$ cat src/core/thr_pkg.sv
// constants shared by the threshold and interval output logic
`default_nettype none
package thr_pkg;
  // register offsets
  localparam logic [7:0] OFS_CAP_FLAGS      = 8'h11;
  localparam logic [7:0] OFS_INTERVAL       = 8'h12;
  localparam logic [7:0] OFS_CH0_SENS_A     = 8'h40;
  localparam logic [7:0] OFS_CH1_SENS_A     = 8'h41;
  localparam logic [7:0] OFS_CAP_GLOBAL_B   = 8'h42;
  localparam logic [7:0] OFS_CH0_TUNING     = 8'h43;
  localparam logic [7:0] OFS_CH1_TUNING     = 8'h44;
  localparam logic [7:0] OFS_CAP_GLOBAL_D   = 8'h45;
  localparam logic [7:0] OFS_CH0_PROX_THR   = 8'h50;
  localparam logic [7:0] OFS_CH0_TOUCH_THR  = 8'h51;
  localparam logic [7:0] OFS_CH1_PROX_THR   = 8'h52;
  localparam logic [7:0] OFS_CH1_TOUCH_THR  = 8'h53;
  localparam logic [7:0] OFS_ROTATION_UI    = 8'h70;
  localparam logic [7:0] OFS_MAGNET_SENS    = 8'h71;
  localparam logic [7:0] OFS_MAGNET_TUNE_A  = 8'h72;
  localparam logic [7:0] OFS_MAGNET_TUNE_B  = 8'h73;
  localparam logic [7:0] OFS_DIR_RATIO      = 8'h78;
  localparam logic [7:0] OFS_SINE_PHASE     = 8'h79;
  localparam logic [7:0] OFS_COSINE_PHASE   = 8'h7A;
  localparam logic [7:0] OFS_FILTER_BETA    = 8'h7B;
  localparam logic [7:0] OFS_WHEEL_WAKE     = 8'h7C;
  localparam logic [7:0] OFS_INTERVAL_DIV   = 8'h7D;
  localparam logic [7:0] OFS_OFFSET_LOW     = 8'h7E;
  localparam logic [7:0] OFS_OFFSET_HIGH    = 8'h7F;
  // settings window: 0x40..0x7F share one storage array
  localparam logic [1:0] CFG_WINDOW_TOP     = 2'h1;
  localparam int         CFG_DEPTH          = 64;
  // field positions
  localparam int         BIT_CH0_PROX       = 0;
  localparam int         BIT_CH1_PROX       = 1;
  localparam int         BIT_CH0_TOUCH      = 4;
  localparam int         BIT_CH1_TOUCH      = 5;
  localparam int         BIT_DIR_INVERT     = 0;
  localparam logic [7:0] FLAGS_USED_MASK    = 8'h33;
  // reset values
  localparam logic [7:0] RST_DEFAULT        = 8'h00;
  localparam logic [7:0] RST_ROTATION_UI    = 8'h14;
  localparam logic [7:0] RST_INTERVAL_DIV   = 8'h03;
  // arithmetic constants
  localparam logic [9:0] FULL_TURN_DEG      = 10'h168;
  localparam int         TOUCH_FRAC_SHIFT   = 8;
  localparam logic [7:0] THR_FLOOR          = 8'h01;
  localparam logic [7:0] INTERVAL_MAX       = 8'hFF;

  // true for every settings offset that holds storage
  function automatic logic isCfgOffset(input logic [7:0] ofs);
    case (ofs)
      OFS_CH0_SENS_A, OFS_CH1_SENS_A, OFS_CAP_GLOBAL_B, OFS_CH0_TUNING,
      OFS_CH1_TUNING, OFS_CAP_GLOBAL_D, OFS_CH0_PROX_THR,
      OFS_CH0_TOUCH_THR, OFS_CH1_PROX_THR, OFS_CH1_TOUCH_THR,
      OFS_ROTATION_UI, OFS_MAGNET_SENS, OFS_MAGNET_TUNE_A,
      OFS_MAGNET_TUNE_B, OFS_DIR_RATIO, OFS_SINE_PHASE, OFS_COSINE_PHASE,
      OFS_FILTER_BETA, OFS_WHEEL_WAKE, OFS_INTERVAL_DIV, OFS_OFFSET_LOW,
      OFS_OFFSET_HIGH: isCfgOffset = 1'b1;
      default:         isCfgOffset = 1'b0;
    endcase
  endfunction : isCfgOffset
endpackage : thr_pkg
`default_nettype wire

$ cat src/core/two_wire_target.sv
// two-wire bus target: pointer, auto-increment writes and reads
`default_nettype none
module two_wire_target #(
  parameter logic [6:0] BUS_ADDR = 7'h44
) (
  // clock and reset
  input  wire logic       sys_clk,
  input  wire logic       reset,
  // bus pins, sampled on sys_clk
  input  wire logic       sclIn,
  input  wire logic       sdaIn,
  output var  logic       sdaOe,
  // register side
  output var  logic [7:0] rdAddr,
  input  wire logic [7:0] rdData,
  output var  logic [7:0] wrAddr,
  output var  logic [7:0] wrData,
  output var  logic       wrStrobe
);
  typedef enum {ST_IDLE, ST_RX, ST_ACK, ST_TX, ST_TXACK} bus_state_e;

  logic       sclMeta_r, sclSync_r, sclPrev_r;
  logic       sdaMeta_r, sdaSync_r, sdaPrev_r;
  bus_state_e state_r;
  logic [7:0] shift_r;
  logic [3:0] bitCnt_r;
  logic       addrPhase_r, isRead_r, havePtr_r, mAck_r;
  logic [7:0] ptr_r;
  logic       sclRise, sclFall, startSeen, stopSeen;

  // two-stage synchronisers; the first stage feeds only the second
  always_ff @(posedge sys_clk)
  begin
    sclMeta_r <= sclIn;
    sclSync_r <= sclMeta_r;
    sclPrev_r <= sclSync_r;
    sdaMeta_r <= sdaIn;
    sdaSync_r <= sdaMeta_r;
    sdaPrev_r <= sdaSync_r;
  end

  assign sclRise   = sclSync_r & ~sclPrev_r;
  assign sclFall   = ~sclSync_r & sclPrev_r;
  assign startSeen = sclSync_r & sclPrev_r & sdaPrev_r & ~sdaSync_r;
  assign stopSeen  = sclSync_r & sclPrev_r & ~sdaPrev_r & sdaSync_r;
  assign rdAddr    = ptr_r;

  // byte engine; data changes only after a falling clock edge
  always_ff @(posedge sys_clk)
  begin
    wrStrobe <= 1'b0;
    if (reset)
    begin
      state_r <= ST_IDLE;
      shift_r <= 8'h00;
      bitCnt_r <= 4'h0;
      addrPhase_r <= 1'b0;
      isRead_r <= 1'b0;
      havePtr_r <= 1'b0;
      mAck_r <= 1'b0;
      ptr_r <= 8'h00;
      sdaOe <= 1'b0;
      wrAddr <= 8'h00;
      wrData <= 8'h00;
    end
    else if (startSeen)
    begin
      state_r <= ST_RX;
      bitCnt_r <= 4'h0;
      addrPhase_r <= 1'b1;
      havePtr_r <= 1'b0;
      sdaOe <= 1'b0;
    end
    else if (stopSeen)
    begin
      state_r <= ST_IDLE;
      sdaOe <= 1'b0;
    end
    else
    begin
      case (state_r)
        ST_RX:
        begin
          if (sclRise)
          begin
            shift_r <= {shift_r[6:0], sdaSync_r};
            bitCnt_r <= bitCnt_r + 4'h1;
          end
          else if (sclFall && bitCnt_r == 4'h8)
          begin
            state_r <= ST_ACK;
            sdaOe <= 1'b1;
            if (addrPhase_r)
            begin
              addrPhase_r <= 1'b0;
              isRead_r <= shift_r[0];
              if (shift_r[7:1] != BUS_ADDR)
              begin
                state_r <= ST_IDLE; // not ours: no acknowledge
                sdaOe <= 1'b0;
              end
            end
            else if (!havePtr_r)
            begin
              ptr_r <= shift_r;
              havePtr_r <= 1'b1;
            end
            else
            begin
              wrAddr <= ptr_r;
              wrData <= shift_r;
              wrStrobe <= 1'b1;
              ptr_r <= ptr_r + 8'h01;
            end
          end
        end
        ST_ACK:
        begin
          if (sclFall)
          begin
            bitCnt_r <= 4'h0;
            if (isRead_r)
            begin
              state_r <= ST_TX;
              shift_r <= rdData;
              sdaOe <= ~rdData[7];
            end
            else
            begin
              state_r <= ST_RX;
              sdaOe <= 1'b0;
            end
          end
        end
        ST_TX:
        begin
          if (sclFall)
          begin
            if (bitCnt_r == 4'h7)
            begin
              state_r <= ST_TXACK;
              sdaOe <= 1'b0;
              ptr_r <= ptr_r + 8'h01;
            end
            else
            begin
              shift_r <= {shift_r[6:0], 1'b0};
              sdaOe <= ~shift_r[6];
              bitCnt_r <= bitCnt_r + 4'h1;
            end
          end
        end
        ST_TXACK:
        begin
          if (sclRise)
            mAck_r <= ~sdaSync_r;
          else if (sclFall)
          begin
            bitCnt_r <= 4'h0;
            if (mAck_r)
            begin
              state_r <= ST_TX;
              shift_r <= rdData;
              sdaOe <= ~rdData[7];
            end
            else
              state_r <= ST_IDLE; // master refused more data
          end
        end
        default: state_r <= ST_IDLE;
      endcase
    end
  end
endmodule : two_wire_target
`default_nettype wire

$ cat src/core/touch_hall_threshold_output.sv
// capacitive threshold flags, hall differentials and interval output
// Functional notes
// - proximity threshold per channel, 1 to 255, lower means keener.
// - touch threshold is setting over 256 times long term average.
// - each capacitive channel has its own touch threshold register.
// - flag bit 5 tracks channel 1 touch, bit 4 channel 0 touch.
// - flag bit 1 tracks channel 1 proximity, bit 0 channel 0 proximity.
// - channels 2,4 positive, 3,5 negative; differences feed the angle.
// - channels 2,3 form the first plate, channels 4,5 the second.
// - current interval is an 8-bit value sized by the divider setting.
// - interval number ranges from zero to 360 over divider minus one, at most 255.
`default_nettype none
module touch_hall_threshold_output #(
  parameter logic [6:0] BUS_ADDR  = 7'h44,
  parameter int         CNT_W     = 16
) (
  // clock and reset
  input  wire logic             sys_clk,
  input  wire logic             reset,
  // two-wire bus pins
  input  wire logic             sclIn,
  input  wire logic             sdaIn,
  output var  logic             sdaOut,
  output var  logic             sdaOe,
  // capacitive measurement results
  input  wire logic             measDone,
  input  wire logic [CNT_W-1:0] ch0Delta,
  input  wire logic [CNT_W-1:0] ch1Delta,
  input  wire logic [CNT_W-1:0] ch0LongTermAvg,
  input  wire logic [CNT_W-1:0] ch1LongTermAvg,
  // hall channel counts
  input  wire logic             hallValid,
  input  wire logic [CNT_W-1:0] hallCh2,
  input  wire logic [CNT_W-1:0] hallCh3,
  input  wire logic [CNT_W-1:0] hallCh4,
  input  wire logic [CNT_W-1:0] hallCh5,
  // filtered wheel angle in degrees
  input  wire logic             angleValid,
  input  wire logic [8:0]       angleDeg,
  // results
  output var  logic [7:0]       capFlags,
  output var  logic [7:0]       intervalNumber,
  output var  logic [CNT_W:0]   plate1Diff,
  output var  logic [CNT_W:0]   plate2Diff
);
  logic [7:0]         cfgMem [0:thr_pkg::CFG_DEPTH-1];
  logic [7:0]         rdAddr, rdData, wrAddr, wrData;
  logic               wrStrobe, busOe;
  logic [7:0]         flags_r, flags_nxt, interval_r;
  logic [7:0]         prox0, prox1, touch0, touch1;
  logic [CNT_W+7:0]   prod0, prod1;
  logic [CNT_W-1:0]   touchThr0, touchThr1;
  logic [7:0]         divider;
  logic [15:0]        wheelOffset, offsetMod;
  logic [9:0]         angleIn, dirAngle, sumRaw, sumWrap;
  logic [9:0]         idxRaw, idxMax;
  logic [7:0]         idxNext;
  logic               dirInvert;

  // settings array slot for a settings offset
  function automatic logic [5:0] slot(input logic [7:0] ofs);
    slot = ofs[5:0];
  endfunction : slot

  // bus engine; it only ever pulls the data line low
  two_wire_target #(
    .BUS_ADDR (BUS_ADDR)
  ) u_bus (
    .sys_clk  (sys_clk),
    .reset    (reset),
    .sclIn    (sclIn),
    .sdaIn    (sdaIn),
    .sdaOe    (busOe),
    .rdAddr   (rdAddr),
    .rdData   (rdData),
    .wrAddr   (wrAddr),
    .wrData   (wrData),
    .wrStrobe (wrStrobe)
  );

  // open-drain data pin: driven level is always low
  always_ff @(posedge sys_clk)
  begin
    if (reset)
      sdaOut <= 1'b0;
    else
      sdaOut <= 1'b0;
  end
  assign sdaOe = busOe;

  // settings storage; unlisted offsets in the window are not stored
  always_ff @(posedge sys_clk)
  begin
    if (reset)
    begin
      for (int i = 0; i < thr_pkg::CFG_DEPTH; i++)
        cfgMem[i] <= thr_pkg::RST_DEFAULT;
      cfgMem[slot(thr_pkg::OFS_ROTATION_UI)] <= thr_pkg::RST_ROTATION_UI;
      cfgMem[slot(thr_pkg::OFS_INTERVAL_DIV)] <= thr_pkg::RST_INTERVAL_DIV;
    end
    else if (wrStrobe && thr_pkg::isCfgOffset(wrAddr))
      cfgMem[slot(wrAddr)] <= wrData;
  end

  // read mux; unmapped offsets answer zero
  always_comb
  begin
    rdData = 8'h00;
    if (rdAddr == thr_pkg::OFS_CAP_FLAGS)
      rdData = flags_r;
    else if (rdAddr == thr_pkg::OFS_INTERVAL)
      rdData = interval_r;
    else if (thr_pkg::isCfgOffset(rdAddr))
      rdData = cfgMem[slot(rdAddr)];
  end

  // a zero setting is outside 1..255, so it acts as the most sensitive
  always_comb
  begin
    prox0 = cfgMem[slot(thr_pkg::OFS_CH0_PROX_THR)];
    prox1 = cfgMem[slot(thr_pkg::OFS_CH1_PROX_THR)];
    touch0 = cfgMem[slot(thr_pkg::OFS_CH0_TOUCH_THR)];
    touch1 = cfgMem[slot(thr_pkg::OFS_CH1_TOUCH_THR)];
    if (prox0 == 8'h00)
      prox0 = thr_pkg::THR_FLOOR;
    if (prox1 == 8'h00)
      prox1 = thr_pkg::THR_FLOOR;
    if (touch0 == 8'h00)
      touch0 = thr_pkg::THR_FLOOR;
    if (touch1 == 8'h00)
      touch1 = thr_pkg::THR_FLOOR;
  end

  // touch level as a fraction x/256 of each channel's own average
  assign prod0 = touch0 * ch0LongTermAvg;
  assign prod1 = touch1 * ch1LongTermAvg;
  assign touchThr0 = prod0[CNT_W+7:thr_pkg::TOUCH_FRAC_SHIFT];
  assign touchThr1 = prod1[CNT_W+7:thr_pkg::TOUCH_FRAC_SHIFT];

  // next flag image; unnamed bits stay zero
  always_comb
  begin
    flags_nxt = 8'h00;
    flags_nxt[thr_pkg::BIT_CH0_PROX] = ch0Delta > CNT_W'(prox0);
    flags_nxt[thr_pkg::BIT_CH1_PROX] = ch1Delta > CNT_W'(prox1);
    flags_nxt[thr_pkg::BIT_CH0_TOUCH] = ch0Delta > touchThr0;
    flags_nxt[thr_pkg::BIT_CH1_TOUCH] = ch1Delta > touchThr1;
  end

  // flags change only at the end of a measurement, so a read never
  // sees a half-updated pair of bits
  always_ff @(posedge sys_clk)
  begin
    if (reset)
      flags_r <= 8'h00;
    else if (measDone)
      flags_r <= flags_nxt;
  end

  always_ff @(posedge sys_clk)
  begin
    if (reset)
      capFlags <= 8'h00;
    else if (measDone)
      capFlags <= flags_nxt;
  end

  // plate differentials: positive minus negative channel
  always_ff @(posedge sys_clk)
  begin
    if (reset)
    begin
      plate1Diff <= '0;
      plate2Diff <= '0;
    end
    else if (hallValid)
    begin
      plate1Diff <= {1'b0, hallCh2} - {1'b0, hallCh3};
      plate2Diff <= {1'b0, hallCh4} - {1'b0, hallCh5};
    end
  end

  // wheel angle with direction and offset applied
  assign dirInvert =
    cfgMem[slot(thr_pkg::OFS_DIR_RATIO)][thr_pkg::BIT_DIR_INVERT];
  assign wheelOffset = {cfgMem[slot(thr_pkg::OFS_OFFSET_HIGH)],
                        cfgMem[slot(thr_pkg::OFS_OFFSET_LOW)]};
  assign offsetMod = wheelOffset % {6'h00, thr_pkg::FULL_TURN_DEG};

  always_comb
  begin
    angleIn = {1'b0, angleDeg};
    if (angleIn >= thr_pkg::FULL_TURN_DEG)
      angleIn = angleIn - thr_pkg::FULL_TURN_DEG;
    dirAngle = angleIn;
    if (dirInvert && angleIn != 10'h000)
      dirAngle = thr_pkg::FULL_TURN_DEG - angleIn;
    sumRaw = dirAngle + offsetMod[9:0];
    sumWrap = sumRaw;
    if (sumRaw >= thr_pkg::FULL_TURN_DEG)
      sumWrap = sumRaw - thr_pkg::FULL_TURN_DEG;
  end

  // interval index; a zero divider is treated as one degree
  always_comb
  begin
    divider = cfgMem[slot(thr_pkg::OFS_INTERVAL_DIV)];
    if (divider == 8'h00)
      divider = thr_pkg::THR_FLOOR;
    idxRaw = sumWrap / {2'h0, divider};
    idxMax = (thr_pkg::FULL_TURN_DEG / {2'h0, divider}) - 10'h001;
    if (idxRaw > idxMax)
      idxRaw = idxMax;
    // only a divider of one can overflow eight bits; saturate rather than wrap
    if (idxRaw > {2'h0, thr_pkg::INTERVAL_MAX})
      idxNext = thr_pkg::INTERVAL_MAX;
    else
      idxNext = idxRaw[7:0];
  end

  // interval register: a new angle wins over a host write in the same cycle
  always_ff @(posedge sys_clk)
  begin
    if (reset)
      interval_r <= 8'h00;
    else if (angleValid)
      interval_r <= idxNext;
    else if (wrStrobe && wrAddr == thr_pkg::OFS_INTERVAL)
      interval_r <= wrData;
  end

  always_ff @(posedge sys_clk)
  begin
    if (reset)
      intervalNumber <= 8'h00;
    else if (angleValid)
      intervalNumber <= idxNext;
    else if (wrStrobe && wrAddr == thr_pkg::OFS_INTERVAL)
      intervalNumber <= wrData;
  end

  // checks
  property p_prox_ch0;
    @(posedge sys_clk) disable iff (reset)
    measDone |=> flags_r[0] == ($past(ch0Delta) > CNT_W'($past(prox0)));
  endproperty
  a_prox_ch0: assert property (p_prox_ch0)
    else $error("channel 0 proximity flag wrong");

  property p_prox_ch1;
    @(posedge sys_clk) disable iff (reset)
    measDone |=> flags_r[1] == ($past(ch1Delta) > CNT_W'($past(prox1)));
  endproperty
  a_prox_ch1: assert property (p_prox_ch1)
    else $error("channel 1 proximity flag wrong");

  property p_prox_floor;
    @(posedge sys_clk) disable iff (reset)
    (prox0 >= 8'h01) && (prox1 >= 8'h01);
  endproperty
  a_prox_floor: assert property (p_prox_floor)
    else $error("proximity threshold below one count");

  // product kept at full width before the shift, or large averages wrap
  property p_touch_ch1;
    @(posedge sys_clk) disable iff (reset)
    measDone |=> flags_r[5] ==
      ($past(ch1Delta) > CNT_W'(($past(touch1) *
       {8'h00, $past(ch1LongTermAvg)}) >> thr_pkg::TOUCH_FRAC_SHIFT));
  endproperty
  a_touch_ch1: assert property (p_touch_ch1)
    else $error("channel 1 touch flag wrong");

  // the output copy must match the register and the ch0 touch level
  property p_touch_ch0;
    @(posedge sys_clk) disable iff (reset)
    measDone |=> capFlags == flags_r && flags_r[4] ==
      ($past(ch0Delta) > CNT_W'(($past(touch0) *
       {8'h00, $past(ch0LongTermAvg)}) >> thr_pkg::TOUCH_FRAC_SHIFT));
  endproperty
  a_touch_ch0: assert property (p_touch_ch0)
    else $error("channel 0 touch flag wrong");

  property p_touch_separate;
    @(posedge sys_clk) disable iff (reset)
    (wrStrobe && wrAddr == thr_pkg::OFS_CH1_TOUCH_THR) |=> $stable(touch0);
  endproperty
  a_touch_separate: assert property (p_touch_separate)
    else $error("channel 1 threshold write changed channel 0");

  property p_flags_hold;
    @(posedge sys_clk) disable iff (reset)
    !measDone |=> $stable(flags_r) && (flags_r & 8'hCC) == 8'h00;
  endproperty
  a_flags_hold: assert property (p_flags_hold)
    else $error("flags moved outside a measurement end");

  property p_plate_diff;
    @(posedge sys_clk) disable iff (reset)
    hallValid |=> plate1Diff == ({1'b0, $past(hallCh2)} - $past(hallCh3))
      && plate2Diff == ({1'b0, $past(hallCh4)} - $past(hallCh5));
  endproperty
  a_plate_diff: assert property (p_plate_diff)
    else $error("plate differential wrong");

  property p_interval_range;
    @(posedge sys_clk) disable iff (reset)
    angleValid && divider >= 8'h02 |=>
      {2'h0, interval_r} < (10'h168 / {2'h0, $past(divider)});
  endproperty
  a_interval_range: assert property (p_interval_range)
    else $error("interval number out of range");

  property p_interval_take;
    @(posedge sys_clk) disable iff (reset)
    angleValid |=> interval_r == $past(idxNext)
      && intervalNumber == $past(idxNext);
  endproperty
  a_interval_take: assert property (p_interval_take)
    else $error("interval register not updated from angle");

  // a host write lands only when no angle arrives in the same cycle
  property p_interval_write;
    @(posedge sys_clk) disable iff (reset)
    !angleValid && wrStrobe && wrAddr == thr_pkg::OFS_INTERVAL |=>
      interval_r == $past(wrData) && intervalNumber == $past(wrData);
  endproperty
  a_interval_write: assert property (p_interval_write)
    else $error("host write of the interval register lost");

  property p_interval_hold;
    @(posedge sys_clk) disable iff (reset)
    !angleValid && !(wrStrobe && wrAddr == thr_pkg::OFS_INTERVAL) |=>
      $stable(interval_r) && $stable(intervalNumber);
  endproperty
  a_interval_hold: assert property (p_interval_hold)
    else $error("interval register moved without a cause");

  property p_invert;
    @(posedge sys_clk) disable iff (reset)
    dirInvert && angleDeg != 9'h000 && angleDeg < 9'h168 |->
      dirAngle == 10'h168 - {1'b0, angleDeg};
  endproperty
  a_invert: assert property (p_invert)
    else $error("direction invert not applied");
endmodule : touch_hall_threshold_output
`default_nettype wire

$ cat config.mk
export PLATFORM = sky130hd
export DESIGN_NAME = touch_hall_threshold_output
export DESIGN_NICKNAME = d
export VERILOG_FILES = /design/src/core/thr_pkg.sv /design/src/core/two_wire_target.sv /design/src/core/touch_hall_threshold_output.sv
export SDC_FILE = /design/constraint.sdc
export NUM_CORES = 2
export LEC_CHECK = 0
export BUFFER_PORTS_ARGS = -buffer_cell sky130_fd_sc_hd__buf_2
export CAP_MARGIN = 20
export CORE_MARGIN = 2
export CORE_UTILIZATION = 45
export DETAILED_ROUTE_END_ITERATION = 10
export HOLD_SLACK_MARGIN = 0.05
export PLACE_DENSITY = 0.59
export SLEW_MARGIN = 20
export SYNTH_ARGS = -nofsm -noshare
export SYNTH_HDL_FRONTEND = slang
export SYNTH_SLANG_ARGS = --single-unit
$ cat constraint.sdc
create_clock -name sys_clk -period 34.1 [get_ports sys_clk]
set_input_delay 6.82 -clock sys_clk [delete_from_list [all_inputs] [get_ports sys_clk]]
set_output_delay 6.82 -clock sys_clk [all_outputs]
set_load 0.02 [all_outputs]
# Yosys cells after proc, flatten, opt, wreduce, memory -nomap -nowiden
# Memory sizes are Yosys's and may differ from the RTL's. A register that Yosys moved wholly into a read port is not among the register bits.
# Cells that the tools add are included.
dict set report classes {
  n_lt_le_gt_ge 8
  bitwise 21
  n_div 3
  n_reduce_logical 32
  n_eq_ne 75
  multipliers 2
  addsub 9
  mux 86
}
# operator count
set ops {}
lappend ops {{8-bit by 7-bit == test with 1-bit output (second input constant)} 44}
lappend ops {{32-bit 2-to-1 mux} 8}
lappend ops {{8-bit 2-to-1 mux} 28}
lappend ops {{32-bit case mux with 4 select lines} 1}
lappend ops {{32-bit by 2-bit == test with 1-bit output (second input constant)} 2}
lappend ops {{8-bit by 16-bit multiplier with 24-bit output} 2}
lappend ops {{22-bit OR reduction} 2}
lappend ops {{8-bit logical NOT} 5}
lappend ops {{10-bit 2-to-1 mux} 4}
lappend ops {{16-bit by 16-bit subtractor with 17-bit output} 2}
lappend ops {{32-bit by 1-bit == test with 1-bit output (second input constant)} 1}
lappend ops {{32-bit by 3-bit == test with 1-bit output (second input constant)} 1}
lappend ops {{16-bit greater-than comparator} 2}
lappend ops {{16-bit by 8-bit greater-than comparator with 1-bit output} 2}
lappend ops {{8-bit case mux with 4 select lines} 1}
lappend ops {{1-bit 2-to-1 mux} 30}
lappend ops {{8-bit by 5-bit == test with 1-bit output (second input constant)} 3}
lappend ops {{7-bit AND reduction} 3}
lappend ops {{4-bit 2-to-1 mux} 5}
lappend ops {{4-bit by 1-bit inequality test with 1-bit output (second input constant)} 5}
lappend ops {{6-bit 2-to-1 mux} 3}
lappend ops {{2-bit by 1-bit inequality test with 1-bit output (second input constant)} 9}
lappend ops {{16-bit by 9-bit remainder unit with 16-bit output (second input constant)} 1}
lappend ops {{4-bit case mux with 4 select lines} 1}
lappend ops {{37 further kinds} 71}
dict set report word_totals {
  elab_cells 260
  ramBits 512
  register_bits 126
  mem_count 1
  output_inout_bits 52
  inputBits 144
}
# memory words width rd rd_ports_with_merged_regs wr line_no
set mem_list {}
lappend mem_list {cfgMem 64 8 9 1 64 touch_hall_threshold_output.sv:46} ;# logic [7:0] cfgMem [0:thr_pkg::CFG_DEPTH-1];

# Depth between registers and ports, before layout
dict set report depth {
  ltp_word 14
  mapped_depth 138
  depth_no_buf 128
}

# By module
# Synthesis repeated with hierarchy kept, for this count alone.
dict set report unflattened {
  hier_cells 3556
  area_unflattened_um2 38979.9
}
# mod n_inst seq_area_each_um2 area_per_inst_um2 cells_each
set by_module_without_submodules {}
lappend by_module_without_submodules {touch_hall_threshold_output 1 13893.3 36428.7 3255}
lappend by_module_without_submodules {two_wire_target 1 1021.0 2551.2 301}

# Worst setup path before layout
# No wires, ideal clock.
dict set report synth_path {
  path_kind {input to register}
  startpoint {input angleDeg[3]}
  endpoint {register intervalNumber[0]}
  path_slack_ns 6.665
  path_buffers 5
  arrival_ns 27.361
  cell_stages 117
  setup_ns 0.074
  path_cell_list {inv_1 -> nand2_1 -> a31oi_1 -> nand2b_1 -> clkbuf_1 -> nor2_1 -> xnor2_1 -> nand3_1 -> o31a_1 -> a21o_1 -> ha_1 -> a21o_1 -> a21oi_1 -> o21bai_1 -> a21oi_1 -> o21bai_1 -> a21oi_1 -> o21bai_1 -> [81 not listed] -> nand2b_1 -> a21oi_1 -> nor2b_1 -> o21ai_0 -> nand2b_1 -> a221oi_1 -> ha_1 -> inv_1 -> a21o_1 -> a21oi_1 -> o211ai_1 -> nand2_1 -> inv_1 -> a21oi_1 -> nor2b_1 -> clkbuf_1 -> a311o_1 -> a31oi_1}
}
dict set report synth_between {
  elab_chain_cells 14
  word_cells_on_any_way 17
  cone_classes {add/sub: 4; div: 1; order compare: 4; mux: 6; reduce/logical: 2}
}
# element line_no
set synth_lines {}
lappend synth_lines {{start, declared} touch_hall_threshold_output.sv:39} ;# input wire logic [8:0] angleDeg,
lappend synth_lines {{9-bit by 9-bit subtractor with 10-bit output / 9-bit >= comparator (equally long branches)} {touch_hall_threshold_output.sv:194, touch_hall_threshold_output.sv:193}}
lappend synth_lines {{10-bit 2-to-1 mux (*)} touch_hall_threshold_output.sv:193} ;# if (angleIn >= thr_pkg::FULL_TURN_DEG)
lappend synth_lines {{parallel branches: the longest is 2 deep, another holds 9-bit by 10-bit subtractor with 10-bit output} --}
lappend synth_lines {{10-bit 2-to-1 mux (*)} touch_hall_threshold_output.sv:196} ;# if (dirInvert && angleIn != 10'h000)
lappend synth_lines {{10-bit adder (*)} touch_hall_threshold_output.sv:198} ;# sumRaw = dirAngle + offsetMod[9:0];
lappend synth_lines {{10-bit by 9-bit subtractor with 10-bit output / 10-bit by 9-bit >= comparator with 1-bit output (equally long branches)} {touch_hall_threshold_output.sv:201, touch_hall_threshold_output.sv:200}}
lappend synth_lines {{10-bit 2-to-1 mux (*)} touch_hall_threshold_output.sv:200} ;# if (sumRaw >= thr_pkg::FULL_TURN_DEG)
lappend synth_lines {{10-bit by 8-bit divider with 10-bit output (*)} touch_hall_threshold_output.sv:210} ;# idxRaw = sumWrap / {2'h0, divider};
lappend synth_lines {{10-bit greater-than comparator} touch_hall_threshold_output.sv:212} ;# if (idxRaw > idxMax)
lappend synth_lines {{10-bit 2-to-1 mux (*)} touch_hall_threshold_output.sv:212}
lappend synth_lines {{10-bit by 8-bit greater-than comparator with 1-bit output} touch_hall_threshold_output.sv:215} ;# if (idxRaw > {2'h0, thr_pkg::INTERVAL_MAX})
lappend synth_lines {{8-bit 2-to-1 mux (*)} touch_hall_threshold_output.sv:215}
lappend synth_lines {{8-bit 2-to-1 mux (*)} touch_hall_threshold_output.sv:236} ;# else if (angleValid)
lappend synth_lines {{end signal, assigned} touch_hall_threshold_output.sv:237} ;# intervalNumber <= idxNext;
lappend synth_lines {{end signal, assigned} touch_hall_threshold_output.sv:239} ;# intervalNumber <= wrData;
lappend synth_lines {{end, declared} touch_hall_threshold_output.sv:42} ;# output var logic [7:0] intervalNumber,
# Mark *: on every way between the ends.
# A chain may end at the register's enable or synchronous reset.

# Final worst setup path
dict set report layout_path {
  startpoint {input angleDeg[3]}
  endpoint {register intervalNumber[1]}
}
# The elaborated chain is that of the path after synthesis.

==> impl_results.md <==
* First-pass GRT wire length at 158 mm
* Post-CTS Setup Inserts at 0
* CTS max path bufs at 3
* Final critical-path share of the clock period at 0.899
* DRT Wirelength at 98.8 mm
* CTS tree: built
* Ys flop type: edfxtp_1
* Setup_tns at 0 ps
* Synth Register Bits at 615
* Die Wd at 311 µm
* Post-DP HPWL at 71.0 mm
* Final Slew Violations at 0
* Initial antenna violation count at 7
* Via count at 28700
* Nets at 4781
* Largest net degree at the start of global routing at 170
* CTS Sinks at 615
* Top-area cell type share of the netlist area at 0.362
* Mux share of post-synthesis cell area at 0.104
* Critical Path AT at 31090 ps
* Number of flops mapped to enable cells by yosys at 512
* Hold path depth at 0
* CP Class: in -> reg
* Synth Area in Adders at 0.164
* Yosys warns at 0
* Die area at 96800 µm²
* Avg WL per Cell at 18.0 µm
* CTS resizes at 0
* Routability congestion estimate at 0.843
* Total track usage at 0.206
* Max Clock Skew at 33.3 ps
* F_max at 32.6 MHz
* Crit Path Max Fanout at 14
* Post-Synthesis Cell Area at 42400 µm²
* Starting Density at 0.455
* Core ar. at 93300 µm²
* Complex-gate fraction of the synthesized area at 0.103
* Hold Buf Count CTS at 0
* Iteration-0 DRC Markers at 1851
* FP Rows at 112
* Max_cap viols at 0
* Commonest non-fill, non-tap cell in the layout: edfxtp_1
* Slew margin rel. at 0.256
* Worst hold path endpoint: u_bus.sclSync_r
* Synth top area cells: edfxtp_1, mux4_2, ha_1
* Final setup viols at 0
* Total gr overflow at 0
* Slowest cell on the critical path: a21oi_1
* Yosys cell types at 115
* Max stage delay on crit path at 850 ps
* Hold path start: u_bus.sclMeta_r
* Syn_area_per_cell at 11.3 µm²
* Root Buffer Master: clkbuf_16
* Vias in the first global route at 28600
* Register area share after synthesis at 0.411
* Critical Path Start Type: primary input
* Reg2Reg Depth at 124
* Post-Syn Instances at 3757
* TritonCTS buffer count at 69
* RSZ-0062 raised after global routing: false
* Die Ht at 311 µm
* CTS clk-pin slew, worst paths at 50 ps
* R2R setup slack at 4730 ps
* Status: completed
* Post-synthesis simple-gate area fraction at 0.151
* Final Hold Fails at 0
* Layout cell share with drive strength beyond 1 at 0.144
* Worst r2r dst: intervalNumber[1]
* Crit path required time at 34520 ps
* Post-synth top area cell: edfxtp_1
* Worst r2r src: cfgMem[63][7]
* H-tree Lvls at 3
* Area growth syn-to-layout at 12.8%
* Worst hold path class: reg -> reg
* Most Frequent Cell on Critical Path: o21a_1
* Via-per-instance ratio at 5.22
* Worst skew pair latency at 610 ps
* PortBufs at 190
* Most frequent cells in the layout: edfxtp_1, conb_1, and2_1
* Count of antenna-violating nets left after detailed routing at 0
* Residual DRC at 0
* First drt pass iteration count at 5
* Slew @ Worst Pin at 1110 ps
* Num ports at 196
* Post-synthesis async set-or-reset flop share at 0
* XOR/XNOR Fraction of Synth Area at 0.0219
* Largest family of logic cells by synthesized area: adder cells
* CP Capture Type: flop
* Post-route minimum period at 30670 ps
routing by layer:
layer | part of all wire | vias up | global-route usage
met3 | 0.051 | 115 | 0.0292
met5 | 0.00018 | - | 0
li1 | - | 14000 | -
met1 | 0.46 | 14000 | 0.293
met2 | 0.47 | 561 | 0.333
met4 | 0.019 | 2 | 0.0479
how the worst max path moves through the flow:
stage	slack [ps]	end	cells after the start	start
global placement	3620	intervalNumber[1]	114	angleDeg[3]
floorplan	6660	intervalNumber[0]	117	angleDeg[3]
global route	750	intervalNumber[6]	116	angleDeg[3]
finish	3430	intervalNumber[1]	116	angleDeg[3]
detailed placement	2970	intervalNumber[4]	116	angleDeg[3]
CTS	3520	intervalNumber[1]	116	angleDeg[3]
registers in the layout, summed over array words and instances, names as in the netlist, 3 cells and up, named ones only:
name            flops
cfgMem            512
flags_r             4
intervalNumber      8
plate1Diff         17
plate2Diff         17
u_bus.bitCnt_r      4
u_bus.rdAddr        8
u_bus.shift_r       8
u_bus.state_r       3
u_bus.wrAddr        8
u_bus.wrData        8
Yosys cell counts, drive strengths merged, types with 8 or more instances:
master and number:
mux4 168, nor3b 13, a311oi 9, a31oi 12
fa 169, o21a 78, a22oi 12, inv 288
o21ai 121, xor2 34, nand2b 53, buf 46
nand4 18, a21oi 169, and2 303, mux2 25
edfxtp 512, nand3b 11, xnor2 68, a21o 61
clkbuf 156, or2 52, and3 9, o31ai 17
ha 283, nor2 224, dfxtp 103, nand3 49
nor3 92, o211a 8, a211oi 26, o211ai 19
o31a 10, a21boi 13, mux2i 36, nand2 278
nor4 12, nor2b 75, or3 20, o21bai 14
cell type report:
cell class,count,area (µm²)
Antenna cell,2,5.00
Clock buffer,96,1900
Clock inverter,30,285
Fill cell,8417,45500
Inverter,289,1080
Multi-Input combinational cell,2992,24400
Sequential cell,615,17400
Tap cell,1254,1570
Timing Repair Buffer,218,1180
through the flow:
step	instance area [µm²]	hold WS, ps	setup WS (ps)	util	std cells
3_5_place_dp	45600	316	2970	0.489	5368
3_3_place_gp	45600	322	3620	0.489	5368
4_1_cts	47800	327	3520	0.512	5494
2_1_floorplan	43700	310	6660	-	4098
6_report	47800	325	3430	0.513	5496
5_1_grt	47800	334	751	0.513	5496
critical path: cells and delay by family:
kind	cells	cell delay [ps]
simple gates	25	4390
fa+ha+maj	12	3410
buf+inv	8	1140
compound gates	64	13010
xor+xnor	2	550
mux	5	1700
kinds of logic (layout without fill, tap and decap cells):
group | after synthesis | count (layout)
AO/OA/AOI/OAI | 633 | 633
XOR/XNOR | 102 | 102
multiplexers | 229 | 229
buffers and inverters | 491 | 633
adder cells (fa/ha/maj) | 454 | 454
flip-flops | 615 | 615
AND/OR/NAND/NOR | 1231 | 1231
other | 2 | 345
Power is left out: the tool's default activity adds up to more than one toggle a clock period on the data nets, which glitch-free logic cannot reach.
